[config.mk]
export PLATFORM = sky130hd
export DESIGN_NAME = sgr_smi_gpio_regs
export DESIGN_NICKNAME = d
export VERILOG_FILES = /design/src/rtl/sgr_pkg.sv /design/src/rtl/sgr_reg_if.sv /design/src/rtl/sgr_ahb_slave.sv /design/src/rtl/sgr_irq_ctl.sv /design/src/rtl/sgr_smi_gpio_regs.sv
export SDC_FILE = /design/constraint.sdc
export NUM_CORES = 1
export LEC_CHECK = 0
export BUFFER_PORTS_ARGS = -buffer_cell sky130_fd_sc_hd__buf_4
export CORE_MARGIN = 8
export CORE_UTILIZATION = 49
export DETAILED_ROUTE_END_ITERATION = 10
export GPL_ROUTABILITY_DRIVEN = 1
export GPL_TIMING_DRIVEN = 0
export PLACE_DENSITY_LB_ADDON = 0.1
export SKIP_LAST_GASP = 1
export SYNTH_ARGS = -nofsm -noshare
export SYNTH_HDL_FRONTEND = slang
export SYNTH_SLANG_ARGS = --single-unit
[constraint.sdc]
create_clock -name i_core_clk -period 4.5 [get_ports i_core_clk]
set_input_delay 0.9 -clock i_core_clk [delete_from_list [all_inputs] [get_ports i_core_clk]]
set_output_delay 0.9 -clock i_core_clk [all_outputs]
set_load 0.05 [all_outputs]
[src/rtl/sgr_pkg.sv]
// Package with register indices, field positions and reset values.
package sgr_pkg;

    // Register indices; the byte address is four times the index.
    localparam logic [5:0] IDX_SMI_STS1 = 6'h08;
    localparam logic [5:0] IDX_SMI_STATUS_SECOND = 6'h09;
    localparam logic [5:0] IDX_SMI_ENABLE_FIRST  = 6'h0A;
    localparam logic [5:0] IDX_SMI_ENABLE_SECOND  = 6'h0B;
    localparam logic [5:0] IDX_GP1      = 6'h0C;
    localparam logic [5:0] IDX_GP2      = 6'h0D;
    localparam logic [5:0] IDX_GP3      = 6'h0E;
    localparam logic [5:0] IDX_IRQ_STS  = 6'h20;
    localparam logic [5:0] IDX_IRQ_MSK  = 6'h21;

    // Reset values.
    localparam logic [7:0] RST_SMI_STS1 = 8'h00;
    localparam logic [7:0] RST_SMI_STATUS_SECOND = 8'h01;
    localparam logic [7:0] RST_SMI_ENABLE_FIRST  = 8'h00;
    localparam logic [7:0] RST_SMI_ENABLE_SECOND  = 8'h00;
    localparam logic [7:0] RST_GP       = 8'h00;

    // Implemented bits of the pin data, first status and both enable registers.
    localparam logic [7:0] MSK_G1  = 8'hCE;
    localparam logic [7:0] MSK_G2  = 8'h0F;
    localparam logic [7:0] MSK_G3  = 8'hFF;
    localparam logic [7:0] MSK_EN2 = 8'hD7;

    // Field positions.
    localparam int STS2_FIXED_BIT = 0;
    localparam int STS2_U2_BIT    = 1;
    localparam int STS2_U1_BIT    = 2;
    localparam int STS2_PIN_LINE_23_BIT  = 4;
    localparam int EN2_SLOT_BIT   = 6;
    localparam int EN2_PIN_BIT    = 7;

    // Interrupt event bits.
    localparam int IRQ_N          = 3;
    localparam int IRQ_EVT_GROUP  = 0;
    localparam int IRQ_EVT_PIN_LINE_23   = 1;
    localparam int IRQ_EVT_G1     = 2;

    typedef enum logic [0:0] {
        SGR_AHB_IDLE = 1'b0,
        SGR_AHB_WAIT = 1'b1
    } sgr_ahb_st_t;

endpackage

[src/rtl/sgr_reg_if.sv]
// Interface carrying register accesses from the bus slave to the bank.
`timescale 1ns/1ns
interface sgr_reg_if;
    logic       req;
    logic       we;
    logic [5:0] idx;
    logic [7:0] wdata;
    logic [7:0] rdata;

    modport master (output req, output we, output idx, output wdata,
                    input rdata);
    modport slave  (input req, input we, input idx, input wdata,
                    output rdata);
endinterface

[src/rtl/sgr_ahb_slave.sv]
// AHB-Lite slave that turns each word transfer into one register access.
`timescale 1ns/1ns
module sgr_ahb_slave
    import sgr_pkg::*;
(
    input  wire logic        i_core_clk,
    input  wire logic        i_rst_n,
    input  wire logic        i_ce,
    input  wire logic        i_hsel,
    input  wire logic [31:0] i_haddr,
    input  wire logic [1:0]  i_htrans,
    input  wire logic        i_hwrite,
    input  wire logic [31:0] i_hwdata,
    input  wire logic        i_hready,
    output logic      [31:0] o_hrdata,
    output logic             o_hreadyout,
    output logic             o_hresp,
    sgr_reg_if.master        bus
);

    typedef struct packed {
        sgr_ahb_st_t st;
        logic        we;
        logic [5:0]  idx;
        logic [7:0]  rdata;
    } sgr_ahb_state_t;

    localparam sgr_ahb_state_t RST = '{st: SGR_AHB_IDLE, we: 1'b0,
                                       idx: 6'h00, rdata: 8'h00};

    sgr_ahb_state_t q;
    sgr_ahb_state_t d;

    // Every data phase takes one wait state so read data comes from a flop.
    always_comb begin
        d         = q;
        bus.req   = 1'b0;
        bus.we    = q.we;
        bus.idx   = q.idx;
        bus.wdata = i_hwdata[7:0];
        case (q.st)
            SGR_AHB_IDLE: begin
                if (i_hsel && i_htrans[1] && i_hready) begin
                    d.st  = SGR_AHB_WAIT;
                    d.we  = i_hwrite;
                    d.idx = i_haddr[7:2];
                end
            end
            SGR_AHB_WAIT: begin
                bus.req = 1'b1;
                d.rdata = q.we ? 8'h00 : bus.rdata;
                d.st    = SGR_AHB_IDLE;
            end
            default: begin
                d.st = SGR_AHB_IDLE;
            end
        endcase
    end

    always_ff @(posedge i_core_clk) begin
        if (!i_rst_n) begin
            q <= RST;
        end else if (i_ce) begin
            q <= d;
        end
    end

    assign o_hrdata    = {24'h000000, q.rdata};
    assign o_hreadyout = (q.st == SGR_AHB_IDLE);
    assign o_hresp     = 1'b0;

endmodule

[src/rtl/sgr_irq_ctl.sv]
// Sticky interrupt status with write-one-to-clear, mask and level output.
`timescale 1ns/1ns
module sgr_irq_ctl
    import sgr_pkg::*;
#(
    parameter int N = IRQ_N
) (
    input  wire logic         i_core_clk,
    input  wire logic         i_rst_n,
    input  wire logic         i_ce,
    input  wire logic [N-1:0] i_evt,
    input  wire logic         i_wr_sts,
    input  wire logic         i_wr_msk,
    input  wire logic [N-1:0] i_wdata,
    output logic      [N-1:0] o_sts,
    output logic      [N-1:0] o_msk,
    output logic              o_irq
);

    typedef struct packed {
        logic [N-1:0] sts;
        logic [N-1:0] msk;
        logic         irq;
    } sgr_irq_state_t;

    sgr_irq_state_t q;
    sgr_irq_state_t d;
    logic [N-1:0]   sts_nxt;

    // A new event wins over a clear written in the same cycle.
    for (genvar i = 0; i < N; i++) begin : g_bit
        assign sts_nxt[i] = i_evt[i] | (q.sts[i] & ~(i_wr_sts & i_wdata[i]));
    end

    always_comb begin
        d     = q;
        d.sts = sts_nxt;
        if (i_wr_msk) begin
            d.msk = i_wdata;
        end
        d.irq = |(d.sts & d.msk);
    end

    always_ff @(posedge i_core_clk) begin
        if (!i_rst_n) begin
            q <= '0;
        end else if (i_ce) begin
            q <= d;
        end
    end

    assign o_sts = q.sts;
    assign o_msk = q.msk;
    assign o_irq = q.irq;

endmodule

[src/rtl/sgr_smi_gpio_regs.sv]
// Management interrupt and pin data register bank behind an AHB-Lite port.
`timescale 1ns/1ns
module sgr_smi_gpio_regs
    import sgr_pkg::*;
(
    input  wire logic        i_core_clk,
    input  wire logic        i_rst_n,
    input  wire logic        i_ce,
    // AHB-Lite slave port.
    input  wire logic        i_hsel,
    input  wire logic [31:0] i_haddr,
    input  wire logic [1:0]  i_htrans,
    input  wire logic        i_hwrite,
    input  wire logic [2:0]  i_hsize,
    input  wire logic [31:0] i_hwdata,
    input  wire logic        i_hready,
    output logic      [31:0] o_hrdata,
    output logic             o_hreadyout,
    output logic             o_hresp,
    // Interrupt sources.
    input  wire logic        i_first_serial_irq,
    input  wire logic        i_second_serial_irq,
    input  wire logic [7:0]  i_pin_line_g1_smi_evt,
    input  wire logic        i_pin_line_23_smi_evt,
    // Pin levels and output latches.
    input  wire logic [7:0]  i_pin_in_g1,
    input  wire logic [7:0]  i_pin_in_g2,
    input  wire logic [7:0]  i_pin_in_g3,
    output logic      [7:0]  o_pin_out_g1,
    output logic      [7:0]  o_pin_out_g2,
    output logic      [7:0]  o_pin_out_g3,
    // Management interrupt outputs.
    output logic             o_group_mgmt_irq_n,
    output logic             o_mgmt_irq_out_pin_n,
    output logic             o_serial_irq2_req,
    output logic             o_irq
);

    typedef struct packed {
        logic [7:0] sts1;
        logic       pin_line_23;
        logic       u1;
        logic       u2;
        logic [7:0] en1;
        logic [7:0] en2;
        logic [7:0] gp1;
        logic [7:0] gp2;
        logic [7:0] gp3;
        logic       grp;
        logic       grp_n;
        logic       pin_n;
        logic       slot;
    } sgr_bank_state_t;

    localparam sgr_bank_state_t RST = '{
        sts1:  RST_SMI_STS1,
        pin_line_23:  1'b0,
        u1:    1'b0,
        u2:    1'b0,
        en1:   RST_SMI_ENABLE_FIRST,
        en2:   RST_SMI_ENABLE_SECOND,
        gp1:   RST_GP,
        gp2:   RST_GP,
        gp3:   RST_GP,
        grp:   1'b0,
        grp_n: 1'b1,
        pin_n: 1'b1,
        slot:  1'b0
    };

    sgr_reg_if bus ();

    sgr_bank_state_t q;
    sgr_bank_state_t d;

    logic             wr;
    logic [7:0]       sts2_rd;
    logic [IRQ_N-1:0] irq_evt;
    logic [IRQ_N-1:0] irq_sts;
    logic [IRQ_N-1:0] irq_msk;
    logic             wr_irq_sts;
    logic             wr_irq_msk;

    sgr_ahb_slave u_ahb (
        .i_core_clk  (i_core_clk),
        .i_rst_n     (i_rst_n),
        .i_ce        (i_ce),
        .i_hsel      (i_hsel),
        .i_haddr     (i_haddr),
        .i_htrans    (i_htrans),
        .i_hwrite    (i_hwrite),
        .i_hwdata    (i_hwdata),
        .i_hready    (i_hready),
        .o_hrdata    (o_hrdata),
        .o_hreadyout (o_hreadyout),
        .o_hresp     (o_hresp),
        .bus         (bus.master)
    );

    assign wr         = bus.req & bus.we;
    assign wr_irq_sts = wr && (bus.idx == IDX_IRQ_STS);
    assign wr_irq_msk = wr && (bus.idx == IDX_IRQ_MSK);

    // Fixed bit, live serial bits and the latched line 23 bit.
    always_comb begin
        sts2_rd                 = 8'h00;
        sts2_rd[STS2_FIXED_BIT] = 1'b1;
        sts2_rd[STS2_U2_BIT]    = q.u2;
        sts2_rd[STS2_U1_BIT]    = q.u1;
        sts2_rd[STS2_PIN_LINE_23_BIT]  = q.pin_line_23;
    end

    // Read multiplexer; unmapped indices read zero.
    always_comb begin
        case (bus.idx)
            IDX_SMI_STS1: begin
                bus.rdata = q.sts1;
            end
            IDX_SMI_STATUS_SECOND: begin
                bus.rdata = sts2_rd;
            end
            IDX_SMI_ENABLE_FIRST: begin
                bus.rdata = q.en1;
            end
            IDX_SMI_ENABLE_SECOND: begin
                bus.rdata = q.en2;
            end
            IDX_GP1: begin
                bus.rdata = i_pin_in_g1 & MSK_G1;
            end
            IDX_GP2: begin
                bus.rdata = i_pin_in_g2 & MSK_G2;
            end
            IDX_GP3: begin
                bus.rdata = i_pin_in_g3 & MSK_G3;
            end
            IDX_IRQ_STS: begin
                bus.rdata = {5'h00, irq_sts};
            end
            IDX_IRQ_MSK: begin
                bus.rdata = {5'h00, irq_msk};
            end
            default: begin
                bus.rdata = 8'h00;
            end
        endcase
    end

    // Next state of the bank.
    always_comb begin
        d = q;

        // Serial interrupt levels are only sampled; software cannot clear
        // them, they drop when the serial port removes its request.
        d.u1 = i_first_serial_irq;
        d.u2 = i_second_serial_irq;

        // Group one event bits: an event in the clearing cycle survives.
        d.sts1 = (i_pin_line_g1_smi_evt
                  | (q.sts1 & ~((wr && bus.idx == IDX_SMI_STS1)
                                ? bus.wdata : 8'h00)))
                 & MSK_G1;

        // Line 23 event bit, cleared by a one written to bit 4.
        d.pin_line_23 = i_pin_line_23_smi_evt
                 | (q.pin_line_23 & ~(wr && bus.idx == IDX_SMI_STATUS_SECOND
                               && bus.wdata[STS2_PIN_LINE_23_BIT]));

        if (wr) begin
            case (bus.idx)
                IDX_SMI_ENABLE_FIRST: begin
                    d.en1 = bus.wdata & MSK_G1;
                end
                IDX_SMI_ENABLE_SECOND: begin
                    // Bit 0 is stored as written; it must stay zero.
                    d.en2 = bus.wdata & MSK_EN2;
                end
                IDX_GP1: begin
                    d.gp1 = bus.wdata & MSK_G1;
                end
                IDX_GP2: begin
                    d.gp2 = bus.wdata & MSK_G2;
                end
                IDX_GP3: begin
                    d.gp3 = bus.wdata & MSK_G3;
                end
                default: begin
                    d.gp3 = q.gp3;
                end
            endcase
        end

        // Group signal from currently held status and enables.
        d.grp = (|(q.sts1 & q.en1))
                | (q.u2 & q.en2[STS2_U2_BIT])
                | (q.u1 & q.en2[STS2_U1_BIT])
                | (q.pin_line_23 & q.en2[STS2_PIN_LINE_23_BIT]);
        d.grp_n = ~d.grp;
        d.pin_n = ~(d.grp & q.en2[EN2_PIN_BIT]);
        d.slot  = d.grp & q.en2[EN2_SLOT_BIT];
    end

    always_ff @(posedge i_core_clk) begin
        if (!i_rst_n) begin
            q <= RST;
        end else if (i_ce) begin
            q <= d;
        end
    end

    // Events for the host-side interrupt: group assertion edge, line 23
    // and any group one line event on a bit implemented in MSK_G1.
    always_comb begin
        irq_evt                = '0;
        irq_evt[IRQ_EVT_GROUP] = d.grp & ~q.grp;
        irq_evt[IRQ_EVT_PIN_LINE_23]  = i_pin_line_23_smi_evt;
        irq_evt[IRQ_EVT_G1]    = |(i_pin_line_g1_smi_evt & MSK_G1);
    end

    sgr_irq_ctl #(
        .N (IRQ_N)
    ) u_irq (
        .i_core_clk (i_core_clk),
        .i_rst_n    (i_rst_n),
        .i_ce       (i_ce),
        .i_evt      (irq_evt),
        .i_wr_sts   (wr_irq_sts),
        .i_wr_msk   (wr_irq_msk),
        .i_wdata    (bus.wdata[IRQ_N-1:0]),
        .o_sts      (irq_sts),
        .o_msk      (irq_msk),
        .o_irq      (o_irq)
    );

    assign o_pin_out_g1         = q.gp1;
    assign o_pin_out_g2         = q.gp2;
    assign o_pin_out_g3         = q.gp3;
    assign o_group_mgmt_irq_n   = q.grp_n;
    assign o_mgmt_irq_out_pin_n = q.pin_n;
    assign o_serial_irq2_req    = q.slot;

endmodule

Yosys cells after proc, flatten, opt, wreduce, memory -nomap -nowiden
Index checks and enable logic that the tools add are counted.
Widths: inputs -> output; s select.
Cells by class
  eq/ne operators: 9
  multiplexer cells: 7
  bitwise gates (word level): 34
  reductions and logical operators: 17
Operator list (count)
  $pmux 8 s9: 1
  $eq 6x4->1 const B: 7
  $mux 8: 3
  $reduce_and 3->1: 6
  $and 8x8->8: 2
  $and 1x1->1: 14
  $eq 6x6->1 const B: 2
  $not 1->1: 8
  $not 8->8: 1
  $or 8x8->8: 1
  $reduce_or 8->1: 1
  $logic_and 1x1->1: 7
  $or 1x1->1: 7
  $reduce_or 5->1: 1
  $and 3x3->3: 1
  $mux 3: 1
  $reduce_or 3->1: 1
  $pmux 1 s2: 1
  $reduce_and 2->1: 1
  $mux 1: 1
Word-level totals
  flip-flop bits (word level): 63
  bits of input ports: 110
  output and inout bits: 62
  word-level logic and storage cells: 87

Longest topological paths before layout
  depth in word-level cells: 9
  mapped depth: 7
  depth with buffers taken out: 5

Modules after synthesis
A second synthesis with hierarchy kept.
Unflattened totals
  cells, all modules: 410
  area total of the unflattened synthesis: 3463.3 um^2
Modules (own cells, without submodules)
  sgr_smi_gpio_regs: times used 1, cells each 265, area an instance 2203.4 um^2, sequential area each 800.8 um^2
  sgr_ahb_slave: times used 1, cells each 105, area an instance 915.9 um^2, sequential area each 320.3 um^2
  sgr_irq_ctl: times used 1, cells each 40, area an instance 344.1 um^2, sequential area each 140.1 um^2

Least setup slack after synthesis
OpenSTA, ideal clock, no wires.
  path kind: input to register
  start: in i_pin_line_g1_smi_evt[3]
  end: reg u_irq.q (netlist bit u_irq.o_irq)
  setup time: 0.120 ns
  arrival time: 2.129 ns
  setup slack: 2.251 ns
  cell stages on the path: 4
  path buffers: 0
  path through: or3_1 -> a2111oi_0 -> o31ai_1 -> a211o_1
On the way
  longest elaborated chain between the ends: 4
RTL lines
  from (decl): line sgr_smi_gpio_regs.sv:23  | input wire logic [7:0] i_pin_line_g1_smi_evt,
  $reduce_or 5->1: line sgr_smi_gpio_regs.sv:217  | irq_evt[IRQ_EVT_G1] = |(i_pin_line_g1_smi_evt & MSK_G1);
  $or 1x1->1: line sgr_irq_ctl.sv:32  | assign sts_nxt[i] = i_evt[i] | (q.sts[i] & ~(i_wr_sts & i_wdata[i]));
  $and 3x3->3: line sgr_irq_ctl.sv:41  | d.irq = |(d.sts & d.msk);
  $reduce_or 3->1: line sgr_irq_ctl.sv:41
  to (signal assigned): line sgr_irq_ctl.sv:46  | q <= '0;
  to (signal assigned): line sgr_irq_ctl.sv:48  | q <= d;
  to (decl): line sgr_irq_ctl.sv:26  | sgr_irq_state_t q;
No other way between the ends.
A chain may end at the register's enable or synchronous reset.

Worst setup path after layout
  start: reg u_ahb.q (netlist bit u_ahb.bus.idx[1])
  end: reg q (netlist bit o_pin_out_g3[1])
On the way
  longest elaborated chain between the ends: 2
RTL lines
  from (decl): line sgr_ahb_slave.sv:31  | sgr_ahb_state_t q;
  from (signal assigned): line sgr_ahb_slave.sv:62  | q <= RST;
  from (signal assigned): line sgr_ahb_slave.sv:64  | q <= d;
  $eq 6x4->1: line sgr_smi_gpio_regs.sv:170  | case (bus.idx)
  $reduce_and 3->1 (no source line)
  to (signal assigned): line sgr_smi_gpio_regs.sv:205  | q <= RST;
  to (signal assigned): line sgr_smi_gpio_regs.sv:207  | q <= d;
  to (decl): line sgr_smi_gpio_regs.sv:73  | sgr_bank_state_t q;
No other way between the ends.

==> metrics.md <==
| Metric | Value |
|---|---|
| Status | finished clean |
| Worst IR drop on VDD | 0.205 mV |
| Top cell type's share of synthesized area | 37.7% |
| Number of DRC markers in iteration 0 | 142 |
| Placed wire-length estimate | 6960 microns |
| Area delta synth->final | 28.7% |
| Hold_ws | 0.468 ns |
| Synthesized area per cell | 9.06 sq um |
| CP arrival | 2.60 ns |
| Wire per inst | 15.7 microns |
| Int Power | 932 uW |
| Global-route wire length before repair | 14400 microns |
| Synth cell types | 50 |
| Busiest layer in global routing | met2 |
| Synth Area in Simple Gates | 22.3% |
| Largest family of logic cells by synthesized area | simple AND/OR/NAND/NOR gates |
| Setup violators final | 0 |
| Final WL | 8900 microns |
| Postcts setup bufs | 0 |
| Largest net degree at the start of global routing | 11 |
| Initial antenna violation count | 0 |
| CTS Buf Count | 9 |
| Clk Latency, worst-skew pair | 0.34 ns |
| # rows | 30 |
| Critical Path Max Stage Delay | 0.69 ns |
| Post-synthesis async set-or-reset flop share | 0% |
| CP startpoint kind | flip-flop |
| Number of synthesized flops with an enable pin | 0 |
| I/O Pins | 172 |
| CP delay by family, top | simple AND/OR/NAND/NOR gates |
| PortBufs | 71 |
| Share of cells above drive strength 1 | 30.2% |
| Pre-CTS WS | 1.94 ns |
| Full die area | 0.00972 sq mm |
| Fin Setup TNS | 0 ns |
| Filler Cell Count | 615 |
| Tightest Pin Transition | 0.743 ns |
| Die width | 98.6 microns |
| Net Sw Frac | 26.2% |
| Tmin final | 2.36 ns |
| Multiplexer share of the synthesized area | 12.1% |
| Max-Cap Viols | 0 |
| CP Class | flip-flop to flip-flop |
| CTS root buf | clkbuf_8 |
| Sequential share of the synthesized area | 37.7% |
| Synthesized instance count | 369 |
| GR Util met1 | 24.2% |
| Register bit total from synthesis | 63 |
| Sequence of cells on the critical path | clkbuf_1 -> nor3b_1 -> nand2_1 -> mux2i_1 -> nor2b_1 |
| Synth Flop Type | dfxtp_1 |
| Gr usage total | 18.5% |
| Pre-antenna DRT Iters | 4 |
| Sw Pwr | 330 uW |
| Critical Path RT | 4.73 ns |
| RSZ-0062 raised after global routing | no |
| Buf/Inv on CP | 1 |
| Setup WS post-layout | 2.14 ns |
| H-tree lvl count | 3 |
| Clk network pwr share | 40.8% |
| Area contributors post-synth | dfxtp_1 38%, buf_4 11%, mux2i_1 11% |
| Post-Synth Adder-Cell Area | 0% |
| Critical-path maximum fanout | 10 |
| DR DRC count | 0 |
| Yosys warns | 0 |
| Largest area contributor in the netlist | dfxtp_1 |
| Grt met2 use | 27.3% |
| Antenna Cells | 0 |
| Final Hold Fails | 0 |
| Reg clk slew, reported paths | 0.07 ns |
| Sequential Power Share | 45.6% |
| Worst setup EP type | flip-flop |
| Post-Place Cells | 551 |
| Fin cells | 567 |
| Final worst-path cycle share | 52.5% |
| Routed Antenna Nets | 0 |
| F_max | 423 MHz |
| Post-synthesis xor/xnor area fraction | 0% |
| Most frequent cell after synthesis | dfxtp_1 |
| Congestion Overflow GR | 0 |
| Resized cells post-CTS | 0 |
| Max-slew headroom | 50.4% |
| Synth Area in Compound Gates | 14.0% |
| # nets final | 592 |
| GR Util met3 | 5.57% |
| Vias in the first global route | 2746 |
| Synth Cell Area | 0.00334 sq mm |
| Min-delay worst type | flip-flop to flip-flop |
| PwrDens | 294 mW/mm^2 |
| Die H | 98.6 microns |
| CTS tree | built |
| Slew Viols, Final | 0 |
| Sink Count | 63 |
| Top cells by count, synth | 63 x dfxtp_1, 49 x buf_4, 39 x nor2b_1, 37 x nand2_1, 36 x mux2i_1 |
| DR vias | 2857 |
| Floorplan core area | 0.00668 sq mm |
| Vias/cell | 5.04 |
| Clock Path Buffers | 2 |
| Gpl congestion | 0.839 |
| Comb pwr share | 13.6% |
| Hold_buf cts | 0 |
| Leakage | 0.00197 uW |
| Slowest-stage cell, CP | nor3b_1 |
| Starting Density | 50.0% |
| Skew final | 0.00535 ns |
routing by layer:
layer,routed length [microns],share of wire (%)
met1,4180,47
met2,3810,43
met3,773,8.7
met4,135,1.5
met5,0,0
through the flow:
| step | util [%] | power (uW) | cell area, sq um |
|---|---|---|---|
| global route | 64.4 | 1310 | 4300 |
| finish | 64.4 | 1260 | 4300 |
| detailed placement | 61.2 | 758 | 4090 |
| floorplan | - | 708 | 3460 |
| global placement | 61.2 | 757 | 4090 |
| CTS | 64.4 | 1270 | 4300 |
power by group through the flow:
stage | Clock, uW | Combinational [uW] | Sequential (uW)
2_1_floorplan | 0 | 122 | 586
3_3_place_gp | 0 | 170 | 587
3_5_place_dp | 0 | 170 | 588
4_1_cts | 527 | 170 | 575
5_1_grt | 546 | 183 | 576
6_report | 515 | 172 | 575
worst min-delay path, delay by kind of cell, from the launching register on:
family	cells	cell delay (ns)
AND/OR/NAND/NOR	1	0.05
AO/OA/AOI/OAI	1	0.06
flip-flops	1	0.31
sequential cells by signal, summed over array words and instances, names as in the netlist:
signal / flops
o_serial_irq2_req: 1
u_irq.o_msk: 3
u_ahb.o_hrdata: 8
u_ahb.q: 1
u_ahb.bus.idx: 6
o_group_mgmt_irq_n: 1
u_ahb.bus.we: 1
o_pin_out_g1: 5
o_pin_out_g2: 4
u_irq.o_irq: 1
q: 20
o_pin_out_g3: 8
o_mgmt_irq_out_pin_n: 1
u_irq.o_sts: 3
worst paths after layout:
path | start | to | slack, ns | cells past startpoint
setup / recovery | u_ahb.bus.idx[1]$_SDFFE_PN0P_ | o_pin_out_g3[1]$_SDFFE_PN0P_ | 2.14 | 5
hold / removal | o_pin_out_g1[6]$_SDFFE_PN0P_ | o_pin_out_g1[6]$_SDFFE_PN0P_ | 0.47 | 2
setup reg to reg | u_ahb.bus.idx[1]$_SDFFE_PN0P_ | o_pin_out_g3[1]$_SDFFE_PN0P_ | 2.14 | 5
hold reg to reg | o_pin_out_g1[6]$_SDFFE_PN0P_ | o_pin_out_g1[6]$_SDFFE_PN0P_ | 0.47 | 2
kinds of logic (layout without fill, tap and decap cells):
logic type,after synthesis,count (layout)
AND/OR/NAND/NOR,130,130
buffers and inverters,72,159
AO/OA/AOI/OAI,64,64
flip-flops,63,63
multiplexers,39,39
other,1,32
cell usage in the layout, fill, tap and decap left out, types with 3 or more instances in the layout:
master    synthesis  routed
inv_1             3       3
clkbuf_1         16      17
clkbuf_8          0      12
nor2_1            6       6
a21oi_1           4       4
a22oi_1          16      16
nor3_1            4       4
o21ai_0           8       8
buf_4            49     120
nand3_1          18      18
a22o_1            3       3
mux2i_1          36      36
and3_1            4       4
nand2_1          37      37
nor2b_1          39      39
conb_1            1      32
dfxtp_1          63      63
nand4_1           4       4
buf_2             3       3
a21boi_0         14      14
and2_1            4       4
cell type report:
type                            instances  area [sq um]  area share [%]
Buffer                                 69           447            10.4
Inverter                                3          11.3           0.262
Tap cell                               80           100            2.33
Timing Repair Buffer                   71           533            12.4
Clock buffer                           13           169            3.93
Multi-Input combinational cell        265          1740            40.4
Sequential cell                        63          1260            29.3
Clock inverter                          3          40.0           0.931
No activity file was read; power rests on OpenSTA's default activity.
